[src/core/tuner_io_pkg.sv]
// Constants, opcodes and register map for the tuner I/O and status decoder
package tuner_io_pkg;

	// APB register byte offsets
	localparam logic [7:0] REG_INSTR = 8'h00;
	localparam logic [7:0] REG_PC    = 8'h04;
	localparam logic [7:0] REG_STATE = 8'h08;
	localparam logic [7:0] REG_MEM   = 8'h0C;

	// Instruction field positions
	localparam int OPC_LSB = 10;
	localparam int DH_LSB  = 8;
	localparam int DL_LSB  = 4;
	localparam int LO_LSB  = 0;

	// Six-bit opcodes of the instructions handled here
	localparam logic [5:0] OPC_NOP        = 6'h00;
	localparam logic [5:0] OPC_CNT_SETUP  = 6'h02;
	localparam logic [5:0] OPC_CNT_CTRL   = 6'h03;
	localparam logic [5:0] OPC_FDIR       = 6'h04;
	localparam logic [5:0] OPC_CKSTOP     = 6'h05;
	localparam logic [5:0] OPC_DAC        = 6'h06;
	localparam logic [5:0] OPC_DISP_RAW   = 6'h30;
	localparam logic [5:0] OPC_DISP_DEC   = 6'h31;
	localparam logic [5:0] OPC_BANK       = 6'h33;
	localparam logic [5:0] OPC_SBIT_ZERO  = 6'h34;
	localparam logic [5:0] OPC_SBIT_ONE   = 6'h35;
	localparam logic [5:0] OPC_STAT_CLR   = 6'h36;
	localparam logic [5:0] OPC_STAT_SET   = 6'h37;
	localparam logic [5:0] OPC_PORT_SET   = 6'h38;
	localparam logic [5:0] OPC_PORT_CLR   = 6'h39;
	localparam logic [5:0] OPC_PORT_IN    = 6'h3A;
	localparam logic [5:0] OPC_PORT_OUT   = 6'h3B;
	localparam logic [5:0] OPC_PTST_ONE   = 6'h3C;
	localparam logic [5:0] OPC_PTST_ZERO  = 6'h3D;

	// Port numbers and which of them hold output latches
	localparam logic [3:0]  PORT_A        = 4'h0;
	localparam logic [3:0]  PORT_B        = 4'h1;
	localparam logic [3:0]  PORT_C        = 4'h2;
	localparam logic [3:0]  PORT_D        = 4'h3;
	localparam logic [3:0]  PORT_F        = 4'h4;
	localparam logic [15:0] OUT_PORT_MASK = 16'h3F1C;
	localparam int          SEG_PORT_LSB  = 8;

	// Status bit that acts as the hold enable flag
	localparam int HOLD_EN_BIT = 3;

	// Display geometry
	localparam int NUM_DIGITS = 4;
	localparam int SEG_COUNT  = 23;

	// Reset values
	localparam logic [3:0]  RST_NIBBLE = 4'h0;
	localparam logic [11:0] RST_PC     = 12'h000;

	// Instruction cycle choices, in ns, and clock period
	localparam int CLK_PERIOD_NS = 10;
	localparam int CYC0_NS       = 2670;
	localparam int CYC1_NS       = 13330;
	localparam int CYC2_NS       = 40000;
	localparam int CYC0_CLKS     = CYC0_NS / CLK_PERIOD_NS;
	localparam int CYC1_CLKS     = CYC1_NS / CLK_PERIOD_NS;
	localparam int CYC2_CLKS     = CYC2_NS / CLK_PERIOD_NS;

endpackage : tuner_io_pkg

[src/core/data_ram.sv]
// Data memory of 256 nibbles with registered read data
`timescale 1ns/100ps
module data_ram (
	input  wire logic       clk,
	input  wire logic       we,
	input  wire logic [7:0] waddr,
	input  wire logic [3:0] wdata,
	input  wire logic [7:0] raddr,
	output logic      [3:0] rdata_q
);

	logic [3:0] mem [256];

	// Synchronous write, registered read (old data on a same-address collision)
	always_ff @(posedge clk) begin
		if (we) begin
			mem[waddr] <= wdata;
		end
		rdata_q <= mem[raddr];
	end

endmodule : data_ram

[src/core/seg_pla.sv]
// Fixed nibble to seven-segment pattern array, segments g..a in bits 6..0
`timescale 1ns/100ps
module seg_pla (
	input  wire logic [3:0] nibble,
	output logic      [6:0] pattern
);

	// Hexadecimal glyph table
	always_comb begin
		unique case (nibble)
			4'h0: pattern = 7'h3F;
			4'h1: pattern = 7'h06;
			4'h2: pattern = 7'h5B;
			4'h3: pattern = 7'h4F;
			4'h4: pattern = 7'h66;
			4'h5: pattern = 7'h6D;
			4'h6: pattern = 7'h7D;
			4'h7: pattern = 7'h07;
			4'h8: pattern = 7'h7F;
			4'h9: pattern = 7'h6F;
			4'hA: pattern = 7'h77;
			4'hB: pattern = 7'h7C;
			4'hC: pattern = 7'h39;
			4'hD: pattern = 7'h5E;
			4'hE: pattern = 7'h79;
			4'hF: pattern = 7'h71;
		endcase
	end

endmodule : seg_pla

[src/core/tuner_mcu_io_status_decode.sv]
// I/O, status, display and clock-stop instruction execution behind an APB slave
// Functional notes
// - Set-status sets selected first status bits
// - Clear-status clears selected first status bits
// - Skip when all selected second-status bits one
// - Skip when all selected second-status bits zero
// - Bank select loads bank register
// - Raw display load copies memory to display_index_a
// - Decoded display load writes seven-segment pattern
// - Port input writes port value to memory
// - Port output copies memory to port latch
// - Port bit set forces masked bits one
// - Port bit clear forces masked bits zero
// - Port test skips when masked bits one
// - Port test skips when masked bits zero
// - Counter setup loads control word a
// - Counter control loads control word b
// - Direction load sets port F outputs
// - Clock stop acts only with hold pin low
// - Converter load writes immediate to converter registers
// - Instruction cycle time is a build choice
// - Each segment pin built as display or port
// - Hold mode needs pin low and enable flag
// - Standby only entered from hold mode
`timescale 1ns/100ps
module tuner_mcu_io_status_decode
	import tuner_io_pkg::*;
#(
	parameter int                   CYCLE_SEL   = 0,
	parameter logic [SEG_COUNT-1:0] SEG_GP_MASK = 23'h000000
) (
	input  wire logic                 pclk,
	input  wire logic                 presetn,
	input  wire logic                 psel,
	input  wire logic                 penable,
	input  wire logic                 pwrite,
	input  wire logic [7:0]           paddr,
	input  wire logic [31:0]          pwdata,
	output logic      [31:0]          prdata,
	output logic                      pready,
	output logic                      pslverr,
	input  wire logic                 hold_req_n,
	input  wire logic [3:0]           status2_in,
	input  wire logic [3:0]           port_a_in,
	input  wire logic [3:0]           port_b_in,
	input  wire logic [3:0]           port_f_i,
	output logic      [3:0]           port_f_o,
	output logic      [3:0]           port_f_oe,
	output logic      [3:0]           port_c_out,
	output logic      [3:0]           port_d_out,
	output logic      [SEG_COUNT-1:0] segment_outputs,
	output logic      [3:0]           counter_control_word_a,
	output logic      [3:0]           counter_control_word_b,
	output logic      [7:0]           dac0_out,
	output logic      [7:0]           dac1_out,
	output logic      [1:0]           bank_sel,
	output logic                      hold_mode,
	output logic                      standby
);

	////////////////////////////////////////////////////////////////////////////
	// State

	// Instruction cycle length picked at build time
	localparam int CYC_CLKS = (CYCLE_SEL == 2) ? CYC2_CLKS :
	                          (CYCLE_SEL == 1) ? CYC1_CLKS : CYC0_CLKS;
	localparam logic [11:0] CYC_LAST = 12'(CYC_CLKS - 1);

	typedef enum logic [1:0] {S_IDLE, S_WAIT, S_EXEC, S_MRD} fsm_t;

	typedef struct packed {
		fsm_t                        st;
		logic [15:0]                 instr;
		logic [11:0]                 pc;
		logic                        skip;
		logic [3:0]                  stat1;
		logic [1:0]                  bank;
		logic [3:0]                  ucw_a;
		logic [3:0]                  ucw_b;
		logic [7:0]                  dac0;
		logic [7:0]                  dac1;
		logic [3:0]                  fdir;
		logic [15:0][3:0]            olat;
		logic [NUM_DIGITS-1:0][6:0]  display_index_a;
		logic [SEG_COUNT-1:0]        seg;
		logic                        hold_mode;
		logic                        standby;
		logic [11:0]                 tick_cnt;
		logic [7:0]                  mem_ptr;
		logic                        pready;
		logic                        pslverr;
		logic [31:0]                 prdata;
		logic [3:0]                  pa1;
		logic [3:0]                  pa2;
		logic [3:0]                  pb1;
		logic [3:0]                  pb2;
		logic [3:0]                  pf1;
		logic [3:0]                  pf2;
		logic [3:0]                  s21;
		logic [3:0]                  s22;
		logic                        hold1;
		logic                        hold2;
	} state_t;

	state_t q;
	state_t d;

	logic       ram_we;
	logic [7:0] ram_waddr;
	logic [3:0] ram_wdata;
	logic [7:0] ram_raddr;
	logic [3:0] ram_rdata;
	logic [6:0] pla_pattern;

	////////////////////////////////////////////////////////////////////////////
	// Instruction fields and helpers

	logic [5:0] opc;
	logic [1:0] dh;
	logic [3:0] dl;
	logic [3:0] lo;
	logic [7:0] mem_addr;
	logic [3:0] port_val;
	logic [3:0] lat_dl;
	logic       access;
	logic       tick;

	assign opc      = q.instr[OPC_LSB +: 6];
	assign dh       = q.instr[DH_LSB +: 2];
	assign dl       = q.instr[DL_LSB +: 4];
	assign lo       = q.instr[LO_LSB +: 4];
	assign mem_addr = {q.bank, dh, dl};
	assign access   = psel && penable && !q.pready;
	assign tick     = (q.tick_cnt == 12'h000);

	// Port number field differs: IN/OUT carry it low, bit ops carry it in dl
	assign lat_dl = (opc == OPC_PORT_IN || opc == OPC_PORT_OUT) ? lo : dl;

	// Value seen on a port number; port F mixes latch and pin by direction
	always_comb begin
		port_val = 4'h0;
		if (lat_dl == PORT_A) begin
			port_val = q.pa2;
		end else if (lat_dl == PORT_B) begin
			port_val = q.pb2;
		end else if (lat_dl == PORT_F) begin
			port_val = (q.fdir & q.olat[PORT_F]) | (~q.fdir & q.pf2);
		end else if (OUT_PORT_MASK[lat_dl]) begin
			port_val = q.olat[lat_dl];
		end
	end

	// Memory read address: software pointer when idle or in a memory read, operand otherwise
	assign ram_raddr = (q.st == S_IDLE || q.st == S_MRD) ? q.mem_ptr : mem_addr;

	data_ram u_ram (
		.clk     (pclk),
		.we      (ram_we),
		.waddr   (ram_waddr),
		.wdata   (ram_wdata),
		.raddr   (ram_raddr),
		.rdata_q (ram_rdata)
	);

	seg_pla u_pla (
		.nibble  (ram_rdata),
		.pattern (pla_pattern)
	);

	////////////////////////////////////////////////////////////////////////////
	// Next state

	always_comb begin
		d         = q;
		ram_we    = 1'b0;
		ram_waddr = q.mem_ptr;
		ram_wdata = 4'h0;
		d.pready  = 1'b0;
		d.pslverr = 1'b0;

		// Two-flop synchronisers for pins
		d.pa1   = port_a_in;
		d.pa2   = q.pa1;
		d.pb1   = port_b_in;
		d.pb2   = q.pb1;
		d.pf1   = port_f_i;
		d.pf2   = q.pf1;
		d.s21   = status2_in;
		d.s22   = q.s21;
		d.hold1 = hold_req_n;
		d.hold2 = q.hold1;

		// Hold mode follows pin and enable flag; releasing the pin wakes standby
		d.hold_mode = q.stat1[HOLD_EN_BIT] && !q.hold2;
		if (q.hold2) begin
			d.standby = 1'b0;
		end

		// Instruction cycle timer, frozen while the clock is stopped
		if (!q.standby) begin
			d.tick_cnt = tick ? CYC_LAST : q.tick_cnt - 12'h001;
		end

		// Segment pins pick display latch or general purpose latch per bit
		for (int i = 0; i < SEG_COUNT; i++) begin
			d.seg[i] = SEG_GP_MASK[i] ? q.olat[SEG_PORT_LSB + i / 4][i % 4]
			                          : q.display_index_a[i / 7][i % 7];
		end

		unique case (q.st)
			// Register accesses
			S_IDLE: begin
				if (access) begin
					d.prdata = 32'h0000_0000;
					if (paddr == REG_INSTR) begin
						if (pwrite) begin
							d.instr = pwdata[15:0];
							d.st    = S_WAIT;
						end else begin
							d.prdata[15:0] = q.instr;
							d.pready       = 1'b1;
						end
					end else if (paddr == REG_PC) begin
						d.prdata[11:0] = q.pc;
						d.pready       = 1'b1;
					end else if (paddr == REG_STATE) begin
						d.prdata[12:0] = {q.s22, q.standby, q.hold_mode, q.skip,
						                  q.bank, q.stat1};
						d.pready       = 1'b1;
					end else if (paddr == REG_MEM) begin
						if (pwrite) begin
							d.mem_ptr = pwdata[11:4];
							ram_we    = 1'b1;
							ram_waddr = pwdata[11:4];
							ram_wdata = pwdata[3:0];
							d.pready  = 1'b1;
						end else begin
							d.st = S_MRD;
						end
					end else begin
						d.pslverr = 1'b1;
						d.pready  = 1'b1;
					end
				end
			end

			// Hold the bus until the next instruction cycle boundary
			S_WAIT: begin
				if (tick && !q.standby) begin
					d.st = S_EXEC;
				end
			end

			S_MRD: begin
				d.prdata = {20'h00000, q.mem_ptr, ram_rdata};
				d.pready = 1'b1;
				d.st     = S_IDLE;
			end

			// Execute one instruction, memory operand already in ram_rdata
			S_EXEC: begin
				d.pc     = q.pc + 12'h001;
				d.pready = 1'b1;
				d.st     = S_IDLE;
				if (q.skip) begin
					d.skip = 1'b0;
				end else begin
					unique case (opc)
						OPC_STAT_SET: d.stat1 = q.stat1 | lo;
						OPC_STAT_CLR: d.stat1 = q.stat1 & ~lo;
						OPC_SBIT_ONE:  d.skip = ((q.s22 & lo) == lo);
						OPC_SBIT_ZERO: d.skip = ((q.s22 & lo) == 4'h0);
						OPC_BANK:     d.bank = lo[1:0];
						OPC_DISP_RAW: begin
							if (lo < 4'(NUM_DIGITS)) begin
								d.display_index_a[lo[1:0]] = {3'h0, ram_rdata};
							end
						end
						OPC_DISP_DEC: begin
							if (lo < 4'(NUM_DIGITS)) begin
								d.display_index_a[lo[1:0]] = pla_pattern;
							end
						end
						OPC_PORT_IN: begin
							ram_we    = 1'b1;
							ram_waddr = mem_addr;
							ram_wdata = port_val;
						end
						OPC_PORT_OUT: begin
							if (OUT_PORT_MASK[lo]) begin
								d.olat[lo] = ram_rdata;
							end
						end
						OPC_PORT_SET: begin
							if (OUT_PORT_MASK[dl]) begin
								d.olat[dl] = q.olat[dl] | lo;
							end
						end
						OPC_PORT_CLR: begin
							if (OUT_PORT_MASK[dl]) begin
								d.olat[dl] = q.olat[dl] & ~lo;
							end
						end
						OPC_PTST_ONE:  d.skip = ((port_val & lo) == lo);
						OPC_PTST_ZERO: d.skip = ((port_val & lo) == 4'h0);
						OPC_CNT_SETUP: d.ucw_a = lo;
						OPC_CNT_CTRL:  d.ucw_b = lo;
						OPC_FDIR:      d.fdir = lo;
						OPC_CKSTOP: begin
							if (!q.hold2 && q.hold_mode) begin
								d.standby = 1'b1;
							end
						end
						OPC_DAC: begin
							if (q.instr[8]) begin
								d.dac1 = q.instr[7:0];
							end else begin
								d.dac0 = q.instr[7:0];
							end
						end
						default: begin
						end
					endcase
				end
			end
		endcase
	end

	////////////////////////////////////////////////////////////////////////////
	// Registers

	always_ff @(posedge pclk or negedge presetn) begin
		if (!presetn) begin
			q          <= '0;
			q.st       <= S_IDLE;
			q.pc       <= RST_PC;
			q.stat1    <= RST_NIBBLE;
			q.tick_cnt <= CYC_LAST;
			q.hold1    <= 1'b1;
			q.hold2    <= 1'b1;
		end else begin
			q <= d;
		end
	end

	// Outputs straight from flops
	assign prdata                 = q.prdata;
	assign pready                 = q.pready;
	assign pslverr                = q.pslverr;
	assign port_f_o               = q.olat[PORT_F];
	assign port_f_oe              = q.fdir;
	assign port_c_out             = q.olat[PORT_C];
	assign port_d_out             = q.olat[PORT_D];
	assign segment_outputs        = q.seg;
	assign counter_control_word_a = q.ucw_a;
	assign counter_control_word_b = q.ucw_b;
	assign dac0_out               = q.dac0;
	assign dac1_out               = q.dac1;
	assign bank_sel               = q.bank;
	assign hold_mode              = q.hold_mode;
	assign standby                = q.standby;

endmodule : tuner_mcu_io_status_decode

[config.mk]
export PLATFORM = sky130hd
export DESIGN_NAME = tuner_mcu_io_status_decode
export DESIGN_NICKNAME = d
export VERILOG_FILES = /design/src/core/tuner_io_pkg.sv /design/src/core/data_ram.sv /design/src/core/seg_pla.sv /design/src/core/tuner_mcu_io_status_decode.sv
export SDC_FILE = /design/constraint.sdc
export NUM_CORES = 2
export LEC_CHECK = 0
export ABC_CLOCK_PERIOD_IN_PS = 19500
export BUFFER_PORTS_ARGS = -buffer_cell sky130_fd_sc_hd__clkbuf_2
export CORE_ASPECT_RATIO = 1.25
export CORE_MARGIN = 2
export CORE_UTILIZATION = 45
export CTS_CLUSTER_DIAMETER = 150
export DETAILED_ROUTE_END_ITERATION = 8
export HOLD_SLACK_MARGIN = 0.12
export SYNTH_ARGS = -nofsm -noshare
export SYNTH_HDL_FRONTEND = slang
export SYNTH_SLANG_ARGS = --single-unit
[constraint.sdc]
create_clock -name pclk -period 19.5 [get_ports pclk]
set_clock_uncertainty 0.05 [all_clocks]
set_input_delay 3.9 -clock pclk [delete_from_list [all_inputs] [get_ports pclk]]
set_output_delay 3.9 -clock pclk [all_outputs]
set_load 0.01 [all_outputs]
==> impl_metrics.env <==
export IMPL_finalPower_mw=6.25
export IMPL_fmax_mhz=133
export IMPL_cts_resized=0
export IMPL_cts_tree="built"
export IMPL_holdPathStages=0
export IMPL_drtIter0Drc=2612
export IMPL_yosysMostFrequentCell="edfxtp_1"
export IMPL_wire_per_inst_microns=25.2
export IMPL_p_clk_share_pct=39.7
export IMPL_pwr_share_comb_pct=12.3
export IMPL_drc_errors=0
export IMPL_ys_seq_elements=1277
export IMPL_finalWirelength_microns=127000
export IMPL_reg2reg_depth=12
export IMPL_syn_inst=3381
export IMPL_critPathLaunchType="input pin"
export IMPL_worstSetupPathType="input pin to flip-flop"
export IMPL_p_sw_mw=1.56
export IMPL_die_height_microns=388
export IMPL_fin_crit_ns=7.52
export IMPL_yosysWarnings=0
export IMPL_cts_sinks=1277
export IMPL_vias_per_cell=5.76
export IMPL_r2r_start="q[268]"
export IMPL_netlist_cell_type_count=80
export IMPL_timing_final_crit_share_pct=38.6
export IMPL_crit_arrival_ns=7.83
export IMPL_p_sw_share_pct=25.0
export IMPL_ios=163
export IMPL_cts_buffers_inserted=117
export IMPL_place_hpwl_microns=77900
export IMPL_fp_row_count=140
export IMPL_holdBufCountCts=0
export IMPL_setup_viol=0
export IMPL_grtUsageTotal_pct=21.0
export IMPL_utilization_pct=50.4
export IMPL_ir_drop_v=0.0000935
export IMPL_drt_antenna_violating_nets=0
export IMPL_clock_path_buffers=3
export IMPL_relSlewSlack_pct=8.00
export IMPL_postCtsSetupBuffers=0
export IMPL_vias=29000
export IMPL_synth_area_leader_cell="edfxtp_1"
export IMPL_synth_ff_type="edfxtp_1"
export IMPL_leakagePower_nw=22.5
export IMPL_worstHoldEndpoint="q[11]"
export IMPL_clkLatencyLatePin_ns=0.72
export IMPL_pwr_share_seq_pct=48.1
export IMPL_rsz0062_at_grt="no"
export IMPL_synth_common_cells="edfxtp_1 (1024), nand2_1 (377), nor2_1 (329)"
export IMPL_reg2reg_slack_ns=12.46
export IMPL_initial_core_util_pct=45.5
export IMPL_drv_cap=0
export IMPL_fillers=9644
export IMPL_async_reset_ff_share_pct=19.5
export IMPL_dieArea_sq_um=121000
export IMPL_area_growth_syn_to_layout_pct=10.8
export IMPL_fin_nets=3445
export IMPL_htree_levels=3
export IMPL_path_clk_slew_ns=0.06
export IMPL_antenna_found_initial=1
export IMPL_reg2reg_to="u_ram.rdata_q[1]"
export IMPL_gp_congestion=0.894
export IMPL_dp_slack_ns=11.29
export IMPL_drt_pass1_iterations=5
export IMPL_synth_top_area_share_pct=57.9
export IMPL_ys_seq_area_share_pct=69.8
export IMPL_grt_pass1_wl_microns=191000
export IMPL_drive_above_1_share_pct=21.1
export IMPL_cp_required_ns=19.80
export IMPL_whs_ns=0.298
export IMPL_crit_fanout=16
export IMPL_grt_max_degree=257
export IMPL_root_buffer="clkbuf_16"
export IMPL_crit_path_end_kind="flip-flop"
export IMPL_numPortBuffers=130
export IMPL_outcome="complete, no violations"
export IMPL_cellPowerDensity_nw_per_um2=106
export IMPL_hold_viol_final=0
export IMPL_die_x_microns=311
export IMPL_overflow=0
export IMPL_p_int_mw=4.69
export IMPL_hp_start="d[11]"
export IMPL_synth_edf_count=1024
export IMPL_final_setup_worst_slack_ns=11.98
export IMPL_synthTopCellsByArea="edfxtp_1 (58%), mux4_2 (12%), dfrtp_1 (11%)"
export IMPL_syn_area_sq_um=53100
export IMPL_report_final_slew_viol_count=0
export IMPL_grt_pass1_vias=29600
export IMPL_core_area_sq_um=117000
export IMPL_min_path_type="flip-flop to flip-flop"
export IMPL_fin_tns_setup_ns=0
export IMPL_tightestPinTransition_ns=1.38
export IMPL_syn_area_per_cell_sq_um=15.7
## power groups by stage
stage	registers, mW	clock network [mW]	logic [mW]
floorplan	3.03	0	0.605
global placement	3.06	0	0.773
detailed placement	3.06	0	0.778
CTS	3.01	2.52	0.780
global route	3.01	2.62	0.834
finish	3.00	2.48	0.765
## final cells by class
cell class              instances  area [sq um]  share of cell area [%]
flip-flops and latches       1277         37100                    63.0
multi-input cells            1768         14500                    24.6
clock buffers                 134          3080                    5.23
well taps                    1562          1950                    3.32
clock inverters                87          1100                    1.86
repair buffers                179          1080                    1.83
inverters                      27           101                   0.172
diodes                          1          2.50                 0.00425
## cell families after synthesis
| kind of cell | count (synthesis) | share of synthesized area [%] |
|---|---|---|
| mux | 346 | 13.1 |
| compound gates | 472 | 5.86 |
| fa+ha+maj | 13 | 0.306 |
| xor+xnor | 19 | 0.313 |
| buf+inv | 351 | 3.34 |
| flops | 1277 | 69.8 |
| other cells | 1 | 0.00706 |
| simple gates | 902 | 7.25 |
## flip-flops by register name, summed over array words and instances, names as in the netlist, 6 cells and up
signal,count
segment_outputs,23
prdata,16
dac0_out,8
dac1_out,8
q,108
d,40
u_ram.mem,1024
opc,6
## how the worst max path moves through the flow
stage | cells after the start | endpoint | startpoint
2_1_floorplan | 10 | u_ram.mem[0][2] | opc[2]
3_3_place_gp | 9 | u_ram.mem[126][2] | paddr[5]
3_5_place_dp | 9 | u_ram.mem[126][2] | paddr[7]
4_1_cts | 9 | u_ram.mem[126][0] | paddr[7]
5_1_grt | 9 | u_ram.mem[126][3] | paddr[7]
6_report | 9 | u_ram.mem[118][0] | paddr[7]
## critical path: stages
cell and delay (ns):
clkbuf_2 0.08, nor2_1 0.13, nand3_1 0.35, o41ai_2 0.34
o211ai_1 0.35, a222oi_1 0.87, nor2b_1 0.60, nand2_1 0.64
nor2_1 0.53
## through the flow
step / std cells / instance area [sq um]
floorplan: 3396 / 53200
detailed placement: 4813 / 54700
global placement: 4813 / 54700
CTS: 5034 / 58800
finish: 5035 / 58800
global route: 5034 / 58800
## layout by cell type (no fill, tap or decap), types with 10 or more instances in the layout
master / count
edfxtp_1: 1024
nand2_1: 374
nor2_1: 329
mux4_2: 276
dfrtp_1: 243
clkbuf_2: 129
clkbuf_16: 120
o21ai_0: 119
a21oi_1: 85
mux2_2: 49
nand3_1: 49
buf_4: 45
and2_1: 44
a211oi_1: 36
a31oi_1: 36
o22a_1: 36
o22ai_1: 29
inv_1: 23
bufinv_16: 23
clkinv_2: 23
a221o_1: 21
o21ai_1: 19
clkinv_1: 18
nor3_1: 17
mux2i_1: 16
conb_1: 16
xnor2_1: 15
nor2b_1: 13
ha_1: 13
and3_1: 12
a22o_1: 12
clkbuf_1: 12
nand2b_1: 11
o221ai_1: 10
nand4_1: 10
## layer usage
layer / track usage [%] / share of wire (%)
met4: 8.68 / 3.9
met1: 26.5 / 40
met5: 0 / 0
met3: 2.59 / 4.7
met2: 36.7 / 52
Note: power is estimated with default switching activity, not from simulation.
